--- src/rtl/rcf_pkg.sv ---
package rcf_pkg;

  ////////////////////////////////////////////////////////////////////////////
  // Register byte offsets
  localparam logic [7:0] ADDR_FLAGS      = 8'h00;
  localparam logic [7:0] ADDR_IRQ_STATUS = 8'h04;
  localparam logic [7:0] ADDR_IRQ_MASK   = 8'h08;

  ////////////////////////////////////////////////////////////////////////////
  // Field positions, shared by flags, interrupt status and mask
  localparam int BIT_STACK_OVERFLOW  = 7;
  localparam int BIT_STACK_UNDERFLOW = 6;
  localparam int BIT_UNUSED          = 5;
  localparam int BIT_WATCHDOG_RESET  = 4;
  localparam int BIT_PIN_RESET       = 3;
  localparam int BIT_SOFTWARE_RESET  = 2;
  localparam int BIT_POWER_ON        = 1;
  localparam int BIT_BROWN_OUT       = 0;

  ////////////////////////////////////////////////////////////////////////////
  // Reset values and masks
  localparam logic [7:0] FLAGS_POR_RESET      = 8'h1C;
  localparam logic [7:0] FLAGS_WRITABLE       = 8'hDF;
  localparam logic [7:0] IRQ_STATUS_RESET     = 8'h02;
  localparam logic [7:0] IRQ_MASK_RESET       = 8'h00;
  localparam logic [7:0] IRQ_IMPLEMENTED      = 8'hDF;

endpackage

--- src/rtl/rcf_wb_slave.sv ---
`timescale 1ns/1ns
module rcf_wb_slave (
  input  wire logic        clk_in,
  input  wire logic        reset_n_in,
  input  wire logic        wb_cyc_in,
  input  wire logic        wb_stb_in,
  input  wire logic        wb_we_in,
  input  wire logic [7:0]  wb_adr_in,
  input  wire logic [3:0]  wb_sel_in,
  input  wire logic [7:0]  flags_in,
  input  wire logic [7:0]  irq_status_in,
  input  wire logic [7:0]  irq_mask_in,
  output logic             wb_ack_out,
  output logic      [31:0] wb_dat_out,
  output logic             wr_flags_out,
  output logic             wr_status_out,
  output logic             wr_mask_out
);

  logic        ack_reg;
  logic        ack_next;
  logic [31:0] dat_reg;
  logic [31:0] dat_next;
  logic        req;
  logic        wr_lane;

  ////////////////////////////////////////////////////////////////////////////
  // One wait state; write commits at the ack edge, when the master samples
  assign req     = wb_cyc_in & wb_stb_in;
  assign wr_lane = req & ack_reg & wb_we_in & wb_sel_in[0];

  always_comb begin
    ack_next = req & ~ack_reg;
    dat_next = dat_reg;
    if (req && !ack_reg) begin
      case (wb_adr_in)
        rcf_pkg::ADDR_FLAGS:      dat_next = {24'h000000, flags_in};
        rcf_pkg::ADDR_IRQ_STATUS: dat_next = {24'h000000, irq_status_in};
        rcf_pkg::ADDR_IRQ_MASK:   dat_next = {24'h000000, irq_mask_in};
        default:                  dat_next = 32'h00000000;
      endcase
    end
  end

  always_ff @(posedge clk_in or negedge reset_n_in) begin
    if (!reset_n_in) begin
      ack_reg <= 1'b0;
      dat_reg <= 32'h00000000;
    end else begin
      ack_reg <= ack_next;
      dat_reg <= dat_next;
    end
  end

  assign wb_ack_out    = ack_reg;
  assign wb_dat_out    = dat_reg;
  assign wr_flags_out  = wr_lane && (wb_adr_in == rcf_pkg::ADDR_FLAGS);
  assign wr_status_out = wr_lane && (wb_adr_in == rcf_pkg::ADDR_IRQ_STATUS);
  assign wr_mask_out   = wr_lane && (wb_adr_in == rcf_pkg::ADDR_IRQ_MASK);

endmodule

--- src/rtl/rcf_irq.sv ---
`timescale 1ns/1ns
module rcf_irq (
  input  wire logic       clk_in,
  input  wire logic       reset_n_in,
  input  wire logic [7:0] event_in,
  input  wire logic       wr_status_in,
  input  wire logic       wr_mask_in,
  input  wire logic [7:0] wdata_in,
  output logic      [7:0] status_out,
  output logic      [7:0] mask_out,
  output logic            irq_out
);

  logic [7:0] status_reg;
  logic [7:0] status_next;
  logic [7:0] mask_reg;
  logic [7:0] mask_next;

  ////////////////////////////////////////////////////////////////////////////
  // Write one to clear; a fresh event beats the clear
  always_comb begin
    status_next = status_reg;
    mask_next   = mask_reg;
    if (wr_status_in) begin
      status_next = status_reg & ~wdata_in;
    end
    if (wr_mask_in) begin
      mask_next = wdata_in & rcf_pkg::IRQ_IMPLEMENTED;
    end
    status_next = (status_next | event_in) & rcf_pkg::IRQ_IMPLEMENTED;
  end

  always_ff @(posedge clk_in or negedge reset_n_in) begin
    if (!reset_n_in) begin
      status_reg <= rcf_pkg::IRQ_STATUS_RESET;
      mask_reg   <= rcf_pkg::IRQ_MASK_RESET;
    end else begin
      status_reg <= status_next;
      mask_reg   <= mask_next;
    end
  end

  assign status_out = status_reg;
  assign mask_out   = mask_reg;
  assign irq_out    = |(status_reg & mask_reg);

endmodule

--- src/rtl/rcf_reset_cause_flags.sv ---
// Decided for this implementation: register access over Wishbone and the register addresses.
`timescale 1ns/1ns
module rcf_reset_cause_flags (
  input  wire logic        clk_in,
  input  wire logic        reset_n_in,
  input  wire logic        brown_out_event_in,
  input  wire logic        watchdog_reset_event_in,
  input  wire logic        pin_reset_event_in,
  input  wire logic        software_reset_event_in,
  input  wire logic        stack_overflow_event_in,
  input  wire logic        stack_underflow_event_in,
  input  wire logic        wb_cyc_in,
  input  wire logic        wb_stb_in,
  input  wire logic        wb_we_in,
  input  wire logic [7:0]  wb_adr_in,
  input  wire logic [3:0]  wb_sel_in,
  input  wire logic [31:0] wb_dat_in,
  output logic      [31:0] wb_dat_out,
  output logic             wb_ack_out,
  output logic      [7:0]  reset_cause_flags_out,
  output logic             irq_out
);

  logic [7:0] flags_reg;
  logic [7:0] flags_next;
  logic [7:0] wdata;
  logic [7:0] irq_events;
  logic [7:0] irq_status;
  logic [7:0] irq_mask;
  logic       wr_flags;
  logic       wr_status;
  logic       wr_mask;

  assign wdata = wb_dat_in[7:0];

  ////////////////////////////////////////////////////////////////////////////
  // Register bus
  rcf_wb_slave u_bus (
    .clk_in        (clk_in),
    .reset_n_in    (reset_n_in),
    .wb_cyc_in     (wb_cyc_in),
    .wb_stb_in     (wb_stb_in),
    .wb_we_in      (wb_we_in),
    .wb_adr_in     (wb_adr_in),
    .wb_sel_in     (wb_sel_in),
    .flags_in      (flags_reg),
    .irq_status_in (irq_status),
    .irq_mask_in   (irq_mask),
    .wb_ack_out    (wb_ack_out),
    .wb_dat_out    (wb_dat_out),
    .wr_flags_out  (wr_flags),
    .wr_status_out (wr_status),
    .wr_mask_out   (wr_mask)
  );

  ////////////////////////////////////////////////////////////////////////////
  // Flag update
  // Order matters: software first, brown-out defaults next, single causes
  // last, so a hardware event in the same cycle is never lost.
  always_comb begin
    flags_next = flags_reg;
    if (wr_flags) begin
      flags_next = wdata & rcf_pkg::FLAGS_WRITABLE;
    end
    if (brown_out_event_in) begin
      flags_next[rcf_pkg::BIT_STACK_OVERFLOW]  = 1'b0;
      flags_next[rcf_pkg::BIT_STACK_UNDERFLOW] = 1'b0;
      flags_next[rcf_pkg::BIT_WATCHDOG_RESET]  = 1'b1;
      flags_next[rcf_pkg::BIT_PIN_RESET]       = 1'b1;
      flags_next[rcf_pkg::BIT_SOFTWARE_RESET]  = 1'b1;
      flags_next[rcf_pkg::BIT_BROWN_OUT]       = 1'b0;
    end
    if (stack_overflow_event_in) begin
      flags_next[rcf_pkg::BIT_STACK_OVERFLOW] = 1'b1;
    end
    if (stack_underflow_event_in) begin
      flags_next[rcf_pkg::BIT_STACK_UNDERFLOW] = 1'b1;
    end
    if (watchdog_reset_event_in) begin
      flags_next[rcf_pkg::BIT_WATCHDOG_RESET] = 1'b0;
    end
    if (pin_reset_event_in) begin
      flags_next[rcf_pkg::BIT_PIN_RESET] = 1'b0;
    end
    if (software_reset_event_in) begin
      flags_next[rcf_pkg::BIT_SOFTWARE_RESET] = 1'b0;
    end
    flags_next[rcf_pkg::BIT_UNUSED] = 1'b0;
  end

  // The async reset is the power-on reset; flags survive all other causes but brown-out, which reloads the defaults of bits 7, 6 and 4 to 2
  always_ff @(posedge clk_in or negedge reset_n_in) begin
    if (!reset_n_in) begin
      flags_reg <= rcf_pkg::FLAGS_POR_RESET;
    end else begin
      flags_reg <= flags_next;
    end
  end

  assign reset_cause_flags_out = flags_reg;

  ////////////////////////////////////////////////////////////////////////////
  // Interrupts: one status bit per cause, same layout as the flags
  always_comb begin
    irq_events                                = 8'h00;
    irq_events[rcf_pkg::BIT_STACK_OVERFLOW]   = stack_overflow_event_in;
    irq_events[rcf_pkg::BIT_STACK_UNDERFLOW]  = stack_underflow_event_in;
    irq_events[rcf_pkg::BIT_WATCHDOG_RESET]   = watchdog_reset_event_in;
    irq_events[rcf_pkg::BIT_PIN_RESET]        = pin_reset_event_in;
    irq_events[rcf_pkg::BIT_SOFTWARE_RESET]   = software_reset_event_in;
    irq_events[rcf_pkg::BIT_BROWN_OUT]        = brown_out_event_in;
  end

  rcf_irq u_irq (
    .clk_in       (clk_in),
    .reset_n_in   (reset_n_in),
    .event_in     (irq_events),
    .wr_status_in (wr_status),
    .wr_mask_in   (wr_mask),
    .wdata_in     (wdata),
    .status_out   (irq_status),
    .mask_out     (irq_mask),
    .irq_out      (irq_out)
  );

  logic any_event;
  assign any_event = brown_out_event_in | watchdog_reset_event_in | pin_reset_event_in |
                     software_reset_event_in | stack_overflow_event_in |
                     stack_underflow_event_in;
endmodule

--- config.mk ---
export PLATFORM = sky130hd
export DESIGN_NAME = rcf_reset_cause_flags
export DESIGN_NICKNAME = d
export VERILOG_FILES = /design/src/rtl/rcf_pkg.sv /design/src/rtl/rcf_wb_slave.sv /design/src/rtl/rcf_irq.sv /design/src/rtl/rcf_reset_cause_flags.sv
export SDC_FILE = /design/constraint.sdc
export NUM_CORES = 1
export LEC_CHECK = 0
export BUFFER_PORTS_ARGS = -buffer_cell sky130_fd_sc_hd__buf_4
export CELL_PAD_IN_SITES_DETAIL_PLACEMENT = 0
export CELL_PAD_IN_SITES_GLOBAL_PLACEMENT = 1
export CORE_MARGIN = 2
export CORE_UTILIZATION = 28
export DETAILED_ROUTE_END_ITERATION = 16
export GPL_TIMING_DRIVEN = 0
export PLACE_DENSITY = 0.71
export SYNTH_ARGS = -nofsm -noshare
export SYNTH_HDL_FRONTEND = slang
export SYNTH_SLANG_ARGS = --single-unit
--- constraint.sdc ---
create_clock -name clk_in -period 1.5 [get_ports clk_in]
set_input_delay 0.225 -clock clk_in [delete_from_list [all_inputs] [get_ports clk_in]]
set_output_delay 0.225 -clock clk_in [all_outputs]
set_load 0.03 [all_outputs]
* Yosys cells after proc, flatten, opt, wreduce, memory -nomap -nowiden *
Index checks and enable logic that the tools add are counted.

storage, ports and cells
  input port bits = 55
  word-level logic and storage cells = 47
  register bits after elaboration = 54

cells by class
  bitwise operators = 10
  reductions and logical operators = 13
  mux-type cells = 11
  eq/ne operators = 2

operator list
  kind                count
  $pmux 8 s3          1
  $and 8x8->8         2
  $mux 8              2
  $reduce_bool 3->1   5
  $eq 8x3->1 const B  1
  $eq 8x4->1 const B  1
  $logic_not 8->1     1
  $not 8->8           1
  $or 8x8->8          1
  $reduce_or 8->1     1
  $mux 1              6
  $and 1x1->1         5
  $logic_and 1x1->1   4
  $mux 3              1
  $mux 2              1
  $reduce_bool 2->1   1
  $logic_not 1->1     1
  $not 1->1           1

* Longest topological paths before layout *
  depth in word-level cells = 8
  depth in mapped cells = 5
  gate-level depth less buffers = 3

* Cells and area by module *
From an unflattened synthesis, not the netlist that was laid out.

second synthesis, totals
  cell total of the unflattened synthesis = 144
  area total of the unflattened synthesis = 1666.6 um^2

by module, submodules not included
  module                 area an instance (um^2)  cells an instance  times used
  rcf_wb_slave           757.0                    77                 1
  rcf_irq                595.6                    43                 1
  rcf_reset_cause_flags  314.1                    24                 1

* Worst setup path after synthesis *
Ideal clock, no wire load.

  path kind = in2reg
  start point = input wb_adr_in[5]
  end point = register flags_reg[1] (netlist: reset_cause_flags_out[1])
  slack = -358 ps
  stages = 4
  arrival time = 1733 ps
  data required time = 1375 ps
  path buffers = 1
  setup time = 125 ps
  path through = or4_4 buf_6 nor4_4 mux2_4

between the ends
  longest elaborated chain between the ends = 2

ends and longest elaborated chain
  what                  RTL line                     source
  start, declared       rcf_reset_cause_flags.sv:15  input wire logic [7:0] wb_adr_in,
  $logic_not 8->1       rcf_wb_slave.sv:57           assign wr_flags_out = wr_lane && (wb_adr_in == rcf_pkg::ADDR_FLAGS);
  $logic_and 1x1->1     rcf_wb_slave.sv:57
  end signal, assigned  rcf_reset_cause_flags.sv:94  flags_reg <= rcf_pkg::FLAGS_POR_RESET;
  end signal, assigned  rcf_reset_cause_flags.sv:96  flags_reg <= flags_next;
  end, declared         rcf_reset_cause_flags.sv:24  logic [7:0] flags_reg;

Every way passes these cells.
A chain may end at the register's enable or synchronous reset.

* Final worst setup path *
  start point = input wb_adr_in[5]
  end point = register u_irq.mask_reg[6] (netlist: u_irq.mask_out[6])

between the ends
  longest elaborated chain between the ends = 2

ends and longest elaborated chain
  what                  RTL line            source
  $eq 8x4->1            rcf_wb_slave.sv:59  assign wr_mask_out = wr_lane && (wb_adr_in == rcf_pkg::ADDR_IRQ_MASK);
  $logic_and 1x1->1     rcf_wb_slave.sv:59
  end signal, assigned  rcf_irq.sv:36       mask_reg <= rcf_pkg::IRQ_MASK_RESET;
  end signal, assigned  rcf_irq.sv:39       mask_reg <= mask_next;
  end, declared         rcf_irq.sv:16       logic [7:0] mask_reg;

Every way passes these cells.

==> qor.csv <==
stage,metric,value,unit
run_status,status,"complete, but fails checks",
run_status,violations,setup timing,
critical_path,critPathRequiredTime,1.66,ns
final_layout,final_cell_area,2400,um2
clock_tree,clock_latency,0.27,ns
die,initial_core_util,29.2,%
synthesis,synth_edf_count,0,
synthesis,ys.flop_type,dfrtp_1,
sta,skew,0.00520,ns
pwr,clock_power_share,37.1,%
grt,grt_use_total,12.8,%
pwr,peakVddDrop,339,uV
sta,setup_violations,8,
pwr,switching_power,0.000503,W
synthesis,synth_cell_type_count,34,
critical_path,start_kind,primary input,
placed_design,io_buffers,42,
synthesis,ys_seq_area_share,44.8,%
sta,relSlewSlack,64.9,%
final_layout,drive_gt1_share,46.4,%
die,core,5570,um2
synthesis,syn_inst,147,
synthesis,syn_area_per_cell,11.1,um2
final_layout,diodes,0,
synthesis,synth_top_area_cell,dfrtp_1,
pwr,fin_total_pwr,0.00187,W
route,vias,1284,
placed_design,place_congestion,0.721,
die,dieArea,6450,um2
die,pin_count,97,
route,drcViolationCount,0,
route,drtIter0Drc,48,
route,avgViaCountPerCell,4.21,
route,drt_pre_antenna_iters,4,
pwr,power.share.combinational,19.5,%
clock_tree,cts_max_level,2,
pwr,netSwitchingFraction,27.0,%
route,drt-wirelength-per-cell,12.6,um
sta,final_hold_viol_count,0,
placed_design,dpl_cell_area,2140,um2
placed_design,place_ws,-0.626,ns
route,final_antenna_net_count,0,
synthesis,synthTopCellsByCount,"buf_4 (26), dfrtp_1 (25), mux2i_1 (13)",
clock_tree,cts_made_buffers,5,
synthesis,yosys_warnings,0,
die,die_y,80.3,um
synthesis,synth.most_common_cell,buf_4,
sta,grt_setup_unrepaired,true,
final_layout,finalNetCount,287,
die,num_rows,27,
route,totalWireLength,3830,um
synthesis,synth_seq_cells,29,
die,die_x,80.3,um
pwr,internal_power,0.00136,W
placed_design,dp.final_hpwl,2710,um
flow_run,cap_violations,0,
sta,setup_ws,-0.0613,ns
clock_tree,root_buffer,clkbuf_8,
critical_path,cp-end-kind,flip-flop,
synthesis,synth_area_leaders,"dfrtp_1 (38%), buf_4 (12%), mux2i_1 (8.0%), dfstp_2 (6.4%), mux2_2 (3.5%)",
clock_tree,cts_sinks,29,
clock_tree,cts_tree,done,
critical_path,cp_data_arrival_time,1.72,ns
final_layout,fillers,558,
clock_tree,ctsLongestPathBuffers,2,
pwr,seqPwrFrac,43.4,%
critical_path,path_class,primary input to flip-flop,
pwr,leakage,1.18,nW
grt,overflow,0,
sta,finalCriticalPeriod,1.56,ns
sta,fmax,0.640,GHz
min_path,hold_class,primary input to flip-flop,
clock_tree,path_clk_slew,0.06,ns
grt,grt_pass1_wl,6310,um
synthesis,synthDominantCellAreaShare,38.4,%
synthesis,async_flop_share,100,%
sta,worst_pin_slew,0.527,ns
sta,post-route-period-util,104,%
synthesis,netlist_area,1630,um2
grt,grt_pass1_vias,1228,
critical_path,path_max_fanout,7,
grt,antenna_found_initial,0,
sta,drv_slew,0,
grt,grt_max_degree,30,
pwr,power.density,776,nW/um2
final_layout,area_growth,47.5,%
-- cells by family (layout without fill, tap and decap cells) --
logic type             Yosys count  count (layout)  synth area share (%)
and+or+nand+nor                 22              22                  9.98
DFF                             29              29                  44.8
other                            1              26                 0.230
buffers and inverters           38              99                  15.2
muxes                           21              21                  13.7
AOI/OAI and AO/OA               36              36                  16.0
-- per-layer routing --
metal	part of all wire [%]	track usage, %	up-vias
li1	-	-	657
met1	48	17.6	581
met2	45	19.0	41
met3	6.7	4.16	5
met4	0.94	3.56	0
met5	0	0	-
-- sequential cells by signal, indices dropped and copies added (netlist names) --
register               flops
u_irq.status_out           7
u_irq.mask_out             7
u_bus.wb_ack_out           1
u_bus.wb_dat_out           7
reset_cause_flags_out      7
-- final cells by class --
class / instances / area [um2] / area share, %
Sequential cell: 29 / 731 / 30.4
Inverter: 7 / 26.3 / 1.09
Multi-Input combinational cell: 105 / 802 / 33.4
Clock buffer: 7 / 96.3 / 4.01
Clock inverter: 1 / 5.00 / 0.208
Buffer: 30 / 211 / 8.79
Tap cell: 72 / 90.1 / 3.75
Timing Repair Buffer: 54 / 443 / 18.4
-- what timing repair did --
| action | CTS | global route |
|---|---|---|
| hold buffers | 1 | 0 |
| endpoints found under the hold margin | 25 | 0 |
| gates resized for setup | 11 | 4 |
| endpoints found under the setup margin | 27 | 21 |
| buffers inserted | 7 | 4 |
| pin swaps | 6 | 7 |
-- critical path: stages --
cell,delay [ns]
buf_6,0.09
or4_4,0.58
nor4_4,0.34
buf_12,0.18
mux2_4,0.30
-- cell usage in the layout (no fill, tap or decap), types with 5 or more instances in the layout --
master / instances
o21ai_0: 8
mux2_4: 8
a22o_1: 5
conb_1: 26
a31oi_1: 6
mux2i_1: 13
buf_6: 6
o2bb2ai_1: 5
clkbuf_8: 7
inv_1: 7
buf_4: 72
nor2_1: 6
dfrtp_1: 25
-- power groups by stage --
stage,clock [W],combinational (W),sequential [W]
final,0.000692,0.000363,0.000810
after global routing,0.000763,0.000392,0.000811
after CTS,0.000712,0.000358,0.000810
after detailed placement,0,0.000347,0.000823
after global placement,0,0.000345,0.000823
after floorplan,0,0.000206,0.000844
-- path summary, 6_finish.rpt --
check	from	end	slack, ns	cells after the start
min reg2reg	u_bus.wb_dat_out[6]	u_bus.wb_dat_out[6]	0.49	2
min in group asynchronous	reset_n_in	u_irq.status_out[3]	0.41	2
max reg2reg	u_bus.wb_ack_out	u_irq.mask_out[6]	0.05	4
max in group asynchronous	reset_n_in	u_irq.status_out[1]	0.78	2
max	wb_adr_in[5]	u_irq.mask_out[6]	-0.06	5
min	wb_dat_in[1]	u_irq.status_out[1]	0.13	2
-- metrics by stage --
step / cells / hold slack [ns] / utilization, % / setup TNS (ns)
detailed placement: 286 / 0.174 / 38.4 / -13.21
global placement: 286 / 0.171 / 38.4 / -13.17
CTS: 301 / 0.123 / 42.3 / -0.663
finish: 305 / 0.127 / 43.1 / -0.455
floorplan: 172 / -0.0706 / - / -3.31
global route: 305 / 0.132 / 43.1 / -0.941
Power figures use the tool's default switching activity.
